===== src/exec_slice_pkg.sv =====
// Package: encodings, widths and reset values of the execution slice
package exec_slice_pkg;
    localparam int INSTR_W = 14;
    localparam int PC_W = 13;
    localparam int ADDR_W = 7;
    localparam int DATA_W = 8;
    // Opcode patterns and masks
    localparam logic [13:0] CLEAR_MASK = 14'h3f80;
    localparam logic [13:0] CLEAR_CODE = 14'h0180;
    localparam logic [13:0] SWAP_MASK = 14'h3f00;
    localparam logic [13:0] SWAP_CODE = 14'h0e00;
    localparam logic [13:0] CALL_MASK = 14'h3800;
    localparam logic [13:0] CALL_CODE = 14'h2000;
    localparam logic [13:0] BTSS_MASK = 14'h3c00;
    localparam logic [13:0] BTSS_CODE = 14'h1c00;
    // Field positions
    localparam int DEST_BIT = 7;
    localparam int BIT_SEL_LSB = 7;
    localparam int CALL_K_W = 11;
    localparam int LATCH_HI_LSB = 3;
    // Reset values and the return-address increment
    localparam logic [12:0] PC_RESET = 13'h0000;
    localparam logic [7:0] DATA_RESET = 8'h00;
    localparam logic [12:0] PC_ONE = 13'h0001;
    typedef enum logic [1:0] {
        EXEC_RUN,
        EXEC_FLUSH
    } exec_state_t;
endpackage


===== src/clear_swap_call_exec.sv =====
// Execution slice: clear, nibble swap, call and bit-test-skip
`timescale 1ns/10ps
//------------------------------------------------------------------
// Functional notes
//------------------------------------------------------------------
module clear_swap_call_exec (
    input wire logic ref_clk_in,
    input wire logic arst_n_in,
    input wire logic instr_valid_in,
    input wire logic [13:0] instr_in,
    input wire logic [12:0] instr_addr_in,
    input wire logic [7:0] file_rdata_in,
    input wire logic [7:0] pc_high_latch_in,
    output logic [6:0] file_addr_out,
    output logic file_we_out,
    output logic [7:0] file_wdata_out,
    output logic acc_we_out,
    output logic [7:0] acc_wdata_out,
    output logic zero_flag_we_out,
    output logic zero_flag_out,
    output logic push_out,
    output logic [12:0] stack_top_out,
    output logic pc_load_out,
    output logic [12:0] pc_target_out,
    output logic fetch_discard_out,
    output logic busy_out
);
    //------------------------------------------------------------------
    // Decode
    //------------------------------------------------------------------
    exec_slice_pkg::exec_state_t state;
    logic is_clr;
    logic is_swap;
    logic is_call;
    logic is_btss;
    logic accept;
    logic [2:0] bit_sel;
    logic [7:0] swapped;
    logic bit_set;
    logic skip_taken;
    logic two_cycle;

    // Nothing is taken in the second cycle of a two-cycle instruction
    assign accept = instr_valid_in && (state == exec_slice_pkg::EXEC_RUN);
    assign is_clr = accept && ((instr_in & exec_slice_pkg::CLEAR_MASK)
                    == exec_slice_pkg::CLEAR_CODE);
    assign is_swap = accept && ((instr_in & exec_slice_pkg::SWAP_MASK)
                     == exec_slice_pkg::SWAP_CODE);
    assign is_call = accept && ((instr_in & exec_slice_pkg::CALL_MASK)
                     == exec_slice_pkg::CALL_CODE);
    assign is_btss = accept && ((instr_in & exec_slice_pkg::BTSS_MASK)
                     == exec_slice_pkg::BTSS_CODE);

    //------------------------------------------------------------------
    // Operand bit test
    //------------------------------------------------------------------
    assign bit_sel = instr_in[exec_slice_pkg::BIT_SEL_LSB +: 3];
    assign bit_set = file_rdata_in[bit_sel];
    assign skip_taken = is_btss && bit_set;
    assign two_cycle = is_call || skip_taken;

    //------------------------------------------------------------------
    // Nibble exchange, one lane per bit of the low nibble
    //------------------------------------------------------------------
    for (genvar i = 0; i < 4; i++) begin : g_swap
        assign swapped[i] = file_rdata_in[i + 4];
        assign swapped[i + 4] = file_rdata_in[i];
    end

    //------------------------------------------------------------------
    // Register address
    //------------------------------------------------------------------
    // Register address is combinational from the instruction, so the
    // datapath read data is valid in the same cycle; the datapath
    // holds the write address for the following cycle itself
    assign file_addr_out = instr_in[exec_slice_pkg::ADDR_W-1:0];

    //------------------------------------------------------------------
    // Sequencer: second cycle of call or of a taken skip
    //------------------------------------------------------------------
    always_ff @(posedge ref_clk_in or negedge arst_n_in) begin
        if (!arst_n_in) begin
            state <= exec_slice_pkg::EXEC_RUN;
        end else begin
            case (state)
                exec_slice_pkg::EXEC_RUN: begin
                    // A call or a taken skip spends one dead cycle
                    if (two_cycle) begin
                        state <= exec_slice_pkg::EXEC_FLUSH;
                    end
                end
                exec_slice_pkg::EXEC_FLUSH: begin
                    state <= exec_slice_pkg::EXEC_RUN;
                end
                default: begin
                    state <= exec_slice_pkg::EXEC_RUN;
                end
            endcase
        end
    end


    //------------------------------------------------------------------
    // Second-cycle flag
    //------------------------------------------------------------------
    always_ff @(posedge ref_clk_in or negedge arst_n_in) begin
        if (!arst_n_in) begin
            busy_out <= 1'b0;
        end else begin
            busy_out <= two_cycle;
        end
    end

    //------------------------------------------------------------------
    // Discard of the already fetched word
    //------------------------------------------------------------------
    // The fetch stage runs a no-operation in place of the dropped word
    always_ff @(posedge ref_clk_in or negedge arst_n_in) begin
        if (!arst_n_in) begin
            fetch_discard_out <= 1'b0;
        end else begin
            fetch_discard_out <= two_cycle;
        end
    end

    //------------------------------------------------------------------
    // File register write
    //------------------------------------------------------------------
    always_ff @(posedge ref_clk_in or negedge arst_n_in) begin
        if (!arst_n_in) begin
            file_we_out <= 1'b0;
            file_wdata_out <= exec_slice_pkg::DATA_RESET;
        end else begin
            file_we_out <= is_clr
                || (is_swap && instr_in[exec_slice_pkg::DEST_BIT]);
            // Data holds its last value except on a clear or any swap, including a swap into the accumulator
            if (is_clr) begin
                file_wdata_out <= exec_slice_pkg::DATA_RESET;
            end else if (is_swap) begin
                file_wdata_out <= swapped;
            end
        end
    end

    //------------------------------------------------------------------
    // Zero flag write
    //------------------------------------------------------------------
    // Flag value only counts while its write strobe is high; the
    // exchange leaves the flags untouched
    always_ff @(posedge ref_clk_in or negedge arst_n_in) begin
        if (!arst_n_in) begin
            zero_flag_we_out <= 1'b0;
            zero_flag_out <= 1'b0;
        end else begin
            zero_flag_we_out <= is_clr;
            zero_flag_out <= is_clr;
        end
    end

    //------------------------------------------------------------------
    // Accumulator write
    //------------------------------------------------------------------
    // Clear never touches the accumulator
    always_ff @(posedge ref_clk_in or negedge arst_n_in) begin
        if (!arst_n_in) begin
            acc_we_out <= 1'b0;
            acc_wdata_out <= exec_slice_pkg::DATA_RESET;
        end else begin
            acc_we_out <= is_swap
                && !instr_in[exec_slice_pkg::DEST_BIT];
            if (is_swap) begin
                acc_wdata_out <= swapped;
            end
        end
    end

    //------------------------------------------------------------------
    // Call: push and load strobes
    //------------------------------------------------------------------
    always_ff @(posedge ref_clk_in or negedge arst_n_in) begin
        if (!arst_n_in) begin
            push_out <= 1'b0;
            pc_load_out <= 1'b0;
        end else begin
            push_out <= is_call;
            pc_load_out <= is_call;
        end
    end

    //------------------------------------------------------------------
    // Call: return address
    //------------------------------------------------------------------
    // Wraps at the top of program space like the counter itself
    always_ff @(posedge ref_clk_in or negedge arst_n_in) begin
        if (!arst_n_in) begin
            stack_top_out <= exec_slice_pkg::PC_RESET;
        end else begin
            if (is_call) begin
                stack_top_out <= instr_addr_in
                    + exec_slice_pkg::PC_ONE;
            end
        end
    end

    //------------------------------------------------------------------
    // Call: target address
    //------------------------------------------------------------------
    always_ff @(posedge ref_clk_in or negedge arst_n_in) begin
        if (!arst_n_in) begin
            pc_target_out <= exec_slice_pkg::PC_RESET;
        end else begin
            if (is_call) begin
                pc_target_out <= {
                    pc_high_latch_in[exec_slice_pkg::LATCH_HI_LSB +: 2],
                    instr_in[exec_slice_pkg::CALL_K_W-1:0]};
            end
        end
    end
endmodule // clear_swap_call_exec


===== config.mk =====
export PLATFORM = sky130hd
export DESIGN_NAME = clear_swap_call_exec
export DESIGN_NICKNAME = d
export VERILOG_FILES = /design/src/exec_slice_pkg.sv /design/src/clear_swap_call_exec.sv
export SDC_FILE = /design/constraint.sdc
export NUM_CORES = 1
export LEC_CHECK = 0
export BUFFER_PORTS_ARGS = -buffer_cell sky130_fd_sc_hd__buf_2
export CAP_MARGIN = 40
export CORE_MARGIN = 5
export CORE_UTILIZATION = 41
export CTS_CLUSTER_SIZE = 30
export DETAILED_ROUTE_END_ITERATION = 8
export GPL_TIMING_DRIVEN = 0
export PLACE_DENSITY = 0.75
export SLEW_MARGIN = 5
export SYNTH_ARGS = -nofsm -noshare
export SYNTH_HDL_FRONTEND = slang
export SYNTH_SLANG_ARGS = --single-unit

===== constraint.sdc =====
create_clock -name ref_clk_in -period 1.8 [get_ports ref_clk_in]
set_input_delay 0.09 -clock ref_clk_in [delete_from_list [all_inputs] [get_ports ref_clk_in]]
set_output_delay 0.09 -clock ref_clk_in [all_outputs]
set_load 0.05 [all_outputs]

# After elaboration in Yosys (flattened, before gate mapping)
# Cells that the tools add are included.
dict set report word_totals {
  regBits 49
  input_bits 46
  out_inout_bits 57
  wordCells 36
}
dict set report op_classes {
  add_sub_neg 1
  order_cmp 1
  eq_ne 5
  mux 6
  reduce_logical 13
}
# op count
set op_table {}
lappend op_table {{8-bit two-way mux} 2}
lappend op_table {{13-bit by 1-bit adder with 13-bit output, second input constant} 1}
lappend op_table {{1-bit logical AND} 8}
lappend op_table {{7-bit by 2-bit equality test with 1-bit output, second input constant} 1}
lappend op_table {{6-bit by 4-bit equality test with 1-bit output, second input constant} 1}
lappend op_table {{4-bit by 3-bit equality test with 1-bit output, second input constant} 1}
lappend op_table {{3-bit by 4-bit < comparator with 1-bit output, second input constant} 1}
lappend op_table {{2-bit two-way mux} 2}
lappend op_table {{1-bit binary-select mux with 3-bit select} 1}
lappend op_table {{3-bit equality test, second input constant} 1}
lappend op_table {{2-bit logical NOT} 1}
lappend op_table {{1-bit logical OR} 2}
lappend op_table {{2-bit inequality test, second input constant} 1}
lappend op_table {{2-bit nonzero test} 1}
lappend op_table {{1-bit logical NOT} 1}
lappend op_table {{1-bit two-way mux} 1}

# Depth between registers and ports, before layout
# Gate-level depths: netlist (run 1).
dict set report logic_depth {
  ltp_word 7
  ltp_mapped 6
  mapped_depth_nobuf 4
}

# Worst setup path after synthesis (run 1)
# No wires, ideal clock.
dict set report synth_path {
  kind {reg-to-reg}
  from {reg state[0]}
  to {reg file_wdata_out[0]}
  setup_time_ns 0.148
  arrival_ns 1.718
  required_ns 1.652
  setup_slack_ns -0.066
  path_stages_with_launch 6
  n_path_buf 1
  path_cell_list {dfrtp_1 or3b_4 nor4_4 buf_6 mux2i_1 nor2_1}
}
dict set report synth_via {
  elab_chain_len 4
  elab_cells_between_ends 6
  cone_classes {mux (1); reduce/logical (5)}
}
# element line_no
set synth_lines {}
lappend synth_lines {{from (decl)} clear_swap_call_exec.sv:31} ;# exec_slice_pkg::exec_state_t state;
lappend synth_lines {{from (signal assigned)} clear_swap_call_exec.sv:83} ;# state <= exec_slice_pkg::EXEC_RUN;
lappend synth_lines {{from (signal assigned)} clear_swap_call_exec.sv:89} ;# state <= exec_slice_pkg::EXEC_FLUSH;
lappend synth_lines {{from (signal assigned)} clear_swap_call_exec.sv:93} ;# state <= exec_slice_pkg::EXEC_RUN;
lappend synth_lines {{2-bit logical NOT (*)} clear_swap_call_exec.sv:44} ;# assign accept = instr_valid_in && (state == exec_slice_pkg::EXEC_RUN);
lappend synth_lines {{1-bit logical AND (*)} clear_swap_call_exec.sv:44}
lappend synth_lines {{1-bit logical AND (on tied branches)} {clear_swap_call_exec.sv:45, clear_swap_call_exec.sv:47}}
lappend synth_lines {{8-bit two-way mux / 2-bit nonzero test (equally long branches)} --}
lappend synth_lines {{to (signal assigned)} clear_swap_call_exec.sv:132} ;# file_wdata_out <= exec_slice_pkg::DATA_RESET;
lappend synth_lines {{to (signal assigned)} clear_swap_call_exec.sv:138} ;# file_wdata_out <= exec_slice_pkg::DATA_RESET;
lappend synth_lines {{to (signal assigned)} clear_swap_call_exec.sv:140} ;# file_wdata_out <= swapped;
lappend synth_lines {{to (decl)} clear_swap_call_exec.sv:16} ;# output logic [7:0] file_wdata_out,
# Mark *: on every way between the ends. The rest lies on a longest branch, timed or not.
# A chain may end at the register's enable or synchronous reset.

# Worst setup path in the final report (run 1)
dict set report layout_path {
  from {reg state[0]}
  to {reg acc_wdata_out[4]}
}
dict set report layout_via {
  elab_chain_len 3
}
# element line_no
set layout_lines {}
lappend layout_lines {{2-bit logical NOT} clear_swap_call_exec.sv:44}
lappend layout_lines {{1-bit logical AND} clear_swap_call_exec.sv:44}
lappend layout_lines {{1-bit logical AND} clear_swap_call_exec.sv:47} ;# assign is_swap = accept && ((instr_in & exec_slice_pkg::SWAP_MASK)
lappend layout_lines {{to (signal assigned)} clear_swap_call_exec.sv:167} ;# acc_wdata_out <= exec_slice_pkg::DATA_RESET;
lappend layout_lines {{to (signal assigned)} clear_swap_call_exec.sv:172} ;# acc_wdata_out <= swapped;
lappend layout_lines {{to (decl)} clear_swap_call_exec.sv:18} ;# output logic [7:0] acc_wdata_out,
# No other way between the ends.

==> flow_summary.ini, run 1 <==
[place]
numPortBuffers = 95
post-dp-hpwl_um = 4046
pre_cts_ws_ps = -310.1
place_congestion = 0.8279

[route]
routed_wl_um = 5211
drtAntennaViolNets = 0
dr.pass1.iters = 4
routed_via_density = 4.885
remaining_drc_errors = 0
drt_first_iter_violations = 68
wire_per_inst_um = 14.68
vias = 1734

[critical_path]
worstPathArrival_ps = 1940
worstSetupStartpointType = flop
critPathMaxStageDelay_ps = 420
cp_slowest_cell = or3b_4
crit_type = flop to flop
crit_chain = or3b_4 > nor4_4 > buf_4 > mux2_2
path_buf_inv = 1
crit_family = simple AND/OR/NAND/NOR gates
cp_max_fo = 4
reg2reg_slack_ps = 50
crit_required_ps = 1980
end_kind = flop

[clock_tree]
clock_path_buffers = 2
clock_sinks = 48
cts_max_level = 2
clk_pin_slew_ps = 90
clk_latency_ps = 300
cts_tree = yes
cts-root-buf = clkbuf_8
numCtsBuffers = 5

[global_routing]
grt_use_met1_pct = 20.45
grt_usage_pct = 16.57
grt_pass1_vias = 1712
grt_max_degree = 26
grt_util_met2_pct = 27.56
grt.overflow.total = 0
antenna_found_initial = 0
grt_pass1_wl_um = 8355
met3_usage_pct = 3.796
gr-max-usage-layer = met2

[timing]
fin_ws_ps = 47.44
hold_viol = 0
min_period_ps = 1753
finalSetupTns_ps = 0
setup-violations-final = 0
finalCritPeriodShare_pct = 97.36
max_freq_ghz = 0.5706
tightest_slew_ps = 582.8
max-slew-margin-rel_pct = 61.15
fin_hold_ws_ps = 16.78
rsz0062_at_grt = true
slew_violations = 0
fin_worst_skew_ps = 5.200

[final_layout]
drive_above_1_share_pct = 50.53
final_nets = 332
insertedDiodeCount = 0
area_delta_synth_final_pct = 33.99
fillers = 475

[job]
drv_cap = 0

[synthesis]
synthFlopType = dfrtp_1
synth_top_cell_by_area = dfrtp_1
syn_inst = 177
synth_nets = 224
ys_top_cells_by_count = dfrtp_1, mux2_2, nand2_1
synth-edff-count = 0
ys_ff_latch = 48
synth.top_cell.area_share_pct = 55.98
avgSynthCellArea_um2 = 12.12
ys_seq_area_share_pct = 55.98
yosysMostFrequentCell = dfrtp_1
async_reset_ff_share_pct = 100.0
yosysWarnings = 0
synth.top_cells.by_area = dfrtp_1, mux2_2, mux2i_1, xor2_1, buf_4
synth_area_um2 = 2146
yosys.cell_types.count = 32

[floorplan]
start_util_pct = 42.01
ioPinCount = 103
die_area_um2 = 6781
rows = 26
core_um2 = 5107
dieWidth_um = 82.35
dieHeight_um = 82.35

[power]
power.leakage_uw = 0.001489
peakVddDrop_mv = 0.4959
power_density_nw_per_um2 = 1105

[outcome]
status = finished clean

[min_path]
worstHoldPathType = input pin to flop
[layout make-up]
type                    instances  area [um2]  area share, %
inverters                       2       7.507         0.2611
clock buffers                   5       68.82          2.393
well taps                      70       87.58          3.046
plain buffers                  17       108.9          3.786
clock inverters                 2       12.51         0.4352
repair buffers                101       545.5          18.97
multi-input cells             110       843.3          29.33
flip-flops and latches         48        1201          41.78
[cell families after synthesis]
group	count (synthesis)	synth area share [%]
fa+ha+maj	1	0.5830
mux	33	16.73
flops	48	55.98
xor+xnor	10	4.082
buf+inv	19	5.423
simple gates	45	11.66
compound gates	21	5.540
[state kept, by name, summed over array words and instances, names as in the netlist]
register and flops:
acc_we_out 1, zero_flag_out 1, fetch_discard_out 1, file_wdata_out 8, file_we_out 1, acc_wdata_out 8
stack_top_out 13, pc_load_out 1, state 1, pc_target_out 13
[metal layers]
metal | share of wire, % | wire [um]
met5 | 0 | 0
met4 | 2.6 | 133
met3 | 6.4 | 331
met2 | 49 | 2571
met1 | 42 | 2175
[report_power, final]
| part | switching, uW | total [uW] | internal [uW] |
|---|---|---|---|
| Clock | 353 | 616 | 264 |
| Combinational | 916 | 1220 | 305 |
| Sequential | 83.8 | 1340 | 1260 |
| Total | 1350 | 3180 | 1820 |
[cells in the final DEF (no fill, tap or decap), types with 8 or more instances in the layout]
master and n:
xor2_1 9, nand2_1 16, dfrtp_1 48, mux2_2 23, buf_4 13, nor2_1 8, o21ai_0 15, mux2i_1 10
buf_2 95
[final timing paths]
check                               startpoint                 to  cells after the start
setup / recovery                      state[0]   acc_wdata_out[4]                      4
hold / removal             pc_high_latch_in[3]  pc_target_out[11]                      2
setup reg to reg                      state[0]   acc_wdata_out[4]                      4
hold reg to reg              stack_top_out[10]  stack_top_out[10]                      2
max in group asynchronous            arst_n_in   pc_target_out[6]                      3
min in group asynchronous            arst_n_in  file_wdata_out[7]                      2
[worst register-to-register path, delay by kind of cell (launching register included)]
| kind | cells | cell delay (ps) |
|---|---|---|
| AND/OR/NAND/NOR | 2 | 680 |
| flip-flops | 1 | 410 |
| multiplexers | 1 | 330 |
| buffers and inverters | 1 | 220 |
[repair_timing]
action | 4_1_cts | 5_1_grt
endpoints found under the setup margin | 18 | 20
buffers inserted | 2 | 0
hold buffers | 2 | 0
pin swaps | 1 | 0
endpoints found under the hold margin | 24 | 0
resized for setup | 0 | 2
[per-stage QoR]
stage	instances	total power [uW]	cell area, um2	util (%)
floorplan	177	2244	2146	-
global placement	342	2559	2709	53.04
detailed placement	344	2591	2744	53.72
CTS	355	3217	2860	56.00
global route	355	3350	2875	56.30
finish	355	3177	2875	56.30
(Power assumes the default switching activity.)
==> run 2: changes to the inputs <==
Settings changed: CORE_ASPECT_RATIO set to 1.25.
==> run 2 against run 1 <==
Compared with the run above:
- wire length down 3.8%
- cell count decreased by 1.7%
- die area is 0.13% higher
- critical path depth is 1 higher
- sequential cell count unchanged
- largest cell class unchanged
- highest routed layer unchanged
==> flow_summary.ini, run 2 (same netlist as run 1, synthesis figures left out) <==
[outcome]
status = finished clean

[clock_tree]
cts_tree = yes
clk_latency_ps = 300
numCtsBuffers = 5
clock_sinks = 48
clk_pin_slew_ps = 90
cts_max_level = 2
clock_path_buffers = 2
cts-root-buf = clkbuf_8

[critical_path]
end_kind = flop
crit_type = flop to flop
crit_family = simple AND/OR/NAND/NOR gates
worstSetupStartpointType = flop
crit_required_ps = 1990
timing.critical_path.mode_cell = buf_4
worstPathArrival_ps = 1980
path_buf_inv = 2
critPathMaxStageDelay_ps = 410
crit_chain = or3b_4 > nor4_4 > buf_4 > buf_4 > mux2_2
cp_slowest_cell = or3b_4
cp_max_fo = 3

[final_layout]
final_cell_mix = buf_2, dfrtp_1, mux2_2, nand2_1, o21ai_0
final_nets = 333
instances_no_fill = 349
top_regs = pc_target_out x13, stack_top_out x13
fillers = 449
final_common_cell = buf_2
drive_above_1_share_pct = 51.22
area_delta_synth_final_pct = 33.47
insertedDiodeCount = 0

[place]
post-dp-hpwl_um = 3902
dp_cells = 336
numPortBuffers = 95
place_congestion = 0.7618
pre_cts_ws_ps = -320.2

[route]
met3RoutedLength_um = 444
routed_via_density = 4.808
routed_wl_um = 5015
highest_layer = met4
wire_per_inst_um = 14.37
remaining_drc_errors = 0
dr.pass1.iters = 4
vias = 1678
wl_met2_um = 2544
wl_met1_um = 1914
drtAntennaViolNets = 0
drt_first_iter_violations = 55

[global_routing]
grt_usage_pct = 15.57
antenna_found_initial = 0
grt_pass1_wl_um = 8204
grt_max_degree = 37
grt.overflow.total = 0
grt_pass1_vias = 1759

[timing]
fin_hold_ws_ps = 18.92
hold_viol = 0
fin_worst_skew_ps = 6.181
max-slew-margin-rel_pct = 65.15
min_period_ps = 1797
finalCritPeriodShare_pct = 99.83
max_freq_ghz = 0.5565
setup-violations-final = 0
tightest_slew_ps = 518.5
slew_violations = 0
fin_ws_ps = 2.978

[min_path]
worstHoldPathType = input pin to flop

[power]
finalPower_uw = 3215
power.leakage_uw = 0.001499
power_density_nw_per_um2 = 1123
peakVddDrop_mv = 0.5667

[floorplan]
dieHeight_um = 90.89
ioPinCount = 103
rows = 29
die_area_um2 = 6790
start_util_pct = 42.24
dieWidth_um = 74.71
core_um2 = 5080

[job]
drv_cap = 0
run 2: cell types whose count changed in the layout (fill, tap and decap cells not counted), sizes merged:
| cell | delta |
|---|---|
| buf | +2 |
| clkinv | -1 |
| dlygate4sd3 | -1 |
| clkbuf | +2 |
run 2: path summary, 6_finish.rpt:
check	to	slack (ps)	from	cells past startpoint
min in group asynchronous	acc_wdata_out[1]	220	arst_n_in	2
max in group asynchronous	stack_top_out[6]	1090	arst_n_in	3
worst max-delay path	acc_wdata_out[7]	3	state[0]	5
worst min register to register	stack_top_out[6]	480	stack_top_out[6]	2
worst max register to register	acc_wdata_out[7]	3	state[0]	5
worst min-delay path	stack_top_out[0]	20	instr_addr_in[0]	2
run 2: layer usage:
metal  up-vias  track usage [%]
li1        825                -
met1       779            18.87
met2        65            25.88
met3         9            4.120
met4         0            5.786
met5         -                0
run 2: power by group:
| group | switching, uW | internal, uW |
|---|---|---|
| Combinational | 912 | 302 |
| Sequential | 80.1 | 1260 |
| Clock | 353 | 313 |
run 2: worst register-to-register path, stage by stage, from the launching register on:
cell and delay (ps):
dfrtp_1 390, or3b_4 410, nor4_4 260, buf_4 190, buf_4 120, mux2_2 320
run 2: layout make-up:
type	count	area (um2)	area share, %
timing repair buffer	102	540.5	18.87
clock inverter	1	7.507	0.2621
inverter	2	7.507	0.2621
multi-input combinational	110	828.3	28.92
clock buffer	7	86.33	3.014
sequential	48	1201	41.94
buffer	17	115.1	4.019
tap	62	77.57	2.709
run 2: repair_timing:
item / in CTS / in global routing
buffers inserted: 3 / 2
hold endpoints to repair: 30 / 0
pin swaps: 1 / 1
setup endpoints to repair: 18 / 18
gates resized for setup: 0 / 5
hold buffers: 1 / 0
run 2: through the flow:
step / utilization, % / instance area (um2) / TNS [ps]
finish: 56.38 / 2864 / 0
global route: 56.38 / 2864 / -418.5
CTS: 56.11 / 2850 / 0
global placement: 53.13 / 2699 / -3456
detailed placement: 53.62 / 2724 / -3907
floorplan: - / 2146 / -509.0
==> run 3: changes to the inputs <==
Settings changed: CELL_PAD_IN_SITES_DETAIL_PLACEMENT set to 0, CELL_PAD_IN_SITES_GLOBAL_PLACEMENT set to 2, CORE_UTILIZATION 41 to 25, PLACE_DENSITY 0.75 to unset, PLACE_DENSITY_LB_ADDON set to 0.1.
==> run 3 against run 2 <==
Compared with the run above:
- highest routed layer unchanged
- sequential power about the same
- power up 0.64%
- sequential cell count unchanged
==> flow_summary.ini, run 3 (same netlist as run 1, synthesis figures left out) <==
[outcome]
status = finished clean

[timing]
fin_worst_skew_ps = 4.902
fin_hold_ws_ps = 21.17
finalCritPeriodShare_pct = 95.55
slew_violations = 0
hold_viol = 0
min_period_ps = 1720
max_freq_ghz = 0.5814
rsz0062_at_grt = true
tightest_slew_ps = 537.3
max-slew-margin-rel_pct = 64.18
setup-violations-final = 0

[final_layout]
area_delta_synth_final_pct = 36.50
drive_above_1_share_pct = 51.57
top_regs = pc_target_out x13, stack_top_out x13
fillers = 872
final_common_cell = buf_2
final_nets = 333
final_area_um2 = 2929
insertedDiodeCount = 0
final_cell_mix = buf_2, dfrtp_1, mux2_2, nand2_1, o21ai_0

[floorplan]
dieWidth_um = 92.87
die_area_um2 = 10550
rows = 37
dieHeight_um = 113.6
start_util_pct = 25.75
ioPinCount = 103
core_um2 = 8333

[clock_tree]
clock_path_buffers = 2
cts_max_level = 2
clk_latency_ps = 290
clock_sinks = 48
clk_pin_slew_ps = 90
cts_tree = yes
numCtsBuffers = 5
cts-root-buf = clkbuf_8

[global_routing]
grt_usage_pct = 11.51
antenna_found_initial = 0
grt_pass1_vias = 1852
grt.overflow.total = 0
grt_pass1_wl_um = 9694
grt_max_degree = 28

[place]
place_congestion = 0.6748
numPortBuffers = 95
post-dp-hpwl_um = 4539
dpl_cell_area_um2 = 2770

[route]
drt_first_iter_violations = 24
wire_per_inst_um = 15.14
drtAntennaViolNets = 0
remaining_drc_errors = 0
dr.pass1.iters = 4
routed_wl_um = 5814
vias = 1713
routed_via_density = 4.461

[critical_path]
end_kind = flop
critPathMaxStageDelay_ps = 420
crit_type = flop to flop
cp_max_fo = 4
reg2reg_slack_ps = 80
cp_slowest_cell = or3b_4
startpoint = state[0]
crit_chain = or3b_4 > nor4_4 > buf_4 > mux2_2
crit_required_ps = 1990
worstPathArrival_ps = 1910
worstSetupStartpointType = flop
r2r-start = state[0]
r2r_cells = 4

[job]
drv_cap = 0

[min_path]
worstHoldPathType = input pin to flop
hold_depth = 2
hold_path_startpoint = pc_high_latch_in[3]

[power]
peakVddDrop_mv = 0.3496
power.leakage_uw = 0.001508
power_density_nw_per_um2 = 1105
==> run 3: changes by cell type in the layout (fill, tap and decap cells not counted), sizes merged <==
| cell | previous run | this run |
|---|---|---|
| buf | 112 | 111 |
| clkbuf | 13 | 12 |
| clkinv | 0 | 2 |
| clkinvlp | 1 | 0 |
| dlygate4sd3 | 1 | 2 |
==> run 3: repair_timing <==
| action | CTS | global route |
|---|---|---|
| pin swaps | 1 | 0 |
| hold buffers | 2 | 0 |
| cloned | 0 | 0 |
| buffers inserted | 3 | 0 |
| resized for setup | 1 | 4 |
| endpoints found under the setup margin | 27 | 32 |
| hold endpoints to repair | 22 | 0 |
==> run 3: power by group <==
part / total, uW / switching (uW) / internal (uW)
registers: 1340 / 80.3 / 1260
clock network: 672 / 365 / 308
logic: 1230 / 921 / 306
total: 3240 / 1370 / 1870
==> run 3: per-layer routing <==
| layer | vias to the layer above | global-route usage, % | wire (um) |
|---|---|---|---|
| met5 | - | 0 | 0 |
| met4 | 0 | 2.933 | 69 |
| met3 | 6 | 3.364 | 345 |
| met2 | 55 | 19.51 | 2973 |
| met1 | 827 | 14.32 | 2426 |
| li1 | 825 | - | - |
==> run 3: worst max-delay path, delay by kind of cell, from the launching register on <==
kind                   cells  cell delay [ps]
buffers and inverters      1              210
DFF                        1              400
muxes                      1              330
and+or+nand+nor            2              680
==> run 3: final cells by class <==
class	count	area, um2	area share, %
inverter	2	7.507	0.2563
buffer	17	110.1	3.759
timing repair buffer	102	545.5	18.62
multi-input combinational	110	850.8	29.05
tap	97	121.4	4.144
sequential	48	1201	41.01
clock inverter	2	10.01	0.3417
clock buffer	6	82.58	2.819
==> run 3: path summary, 6_finish.rpt <==
path | to
max | acc_wdata_out[6]
min in group asynchronous | file_wdata_out[3]
min | pc_target_out[11]
min reg2reg | stack_top_out[2]
max in group asynchronous | pc_target_out[2]
max reg2reg | acc_wdata_out[6]
==> run 3: per-stage QoR <==
stage                     setup TNS, ps  setup slack (ps)  power, uW  util, %  cells
final                                 0             80.13       3236    35.15    384
after global routing             -22.07            -18.34       3421    35.15    384
after CTS                             0             48.13       3298    34.88    384
after global placement            -5277            -386.8       2588    32.91    369
after detailed placement          -5151            -397.3       2599    33.24    371
after floorplan                  -509.0            -63.63       2244        -    177
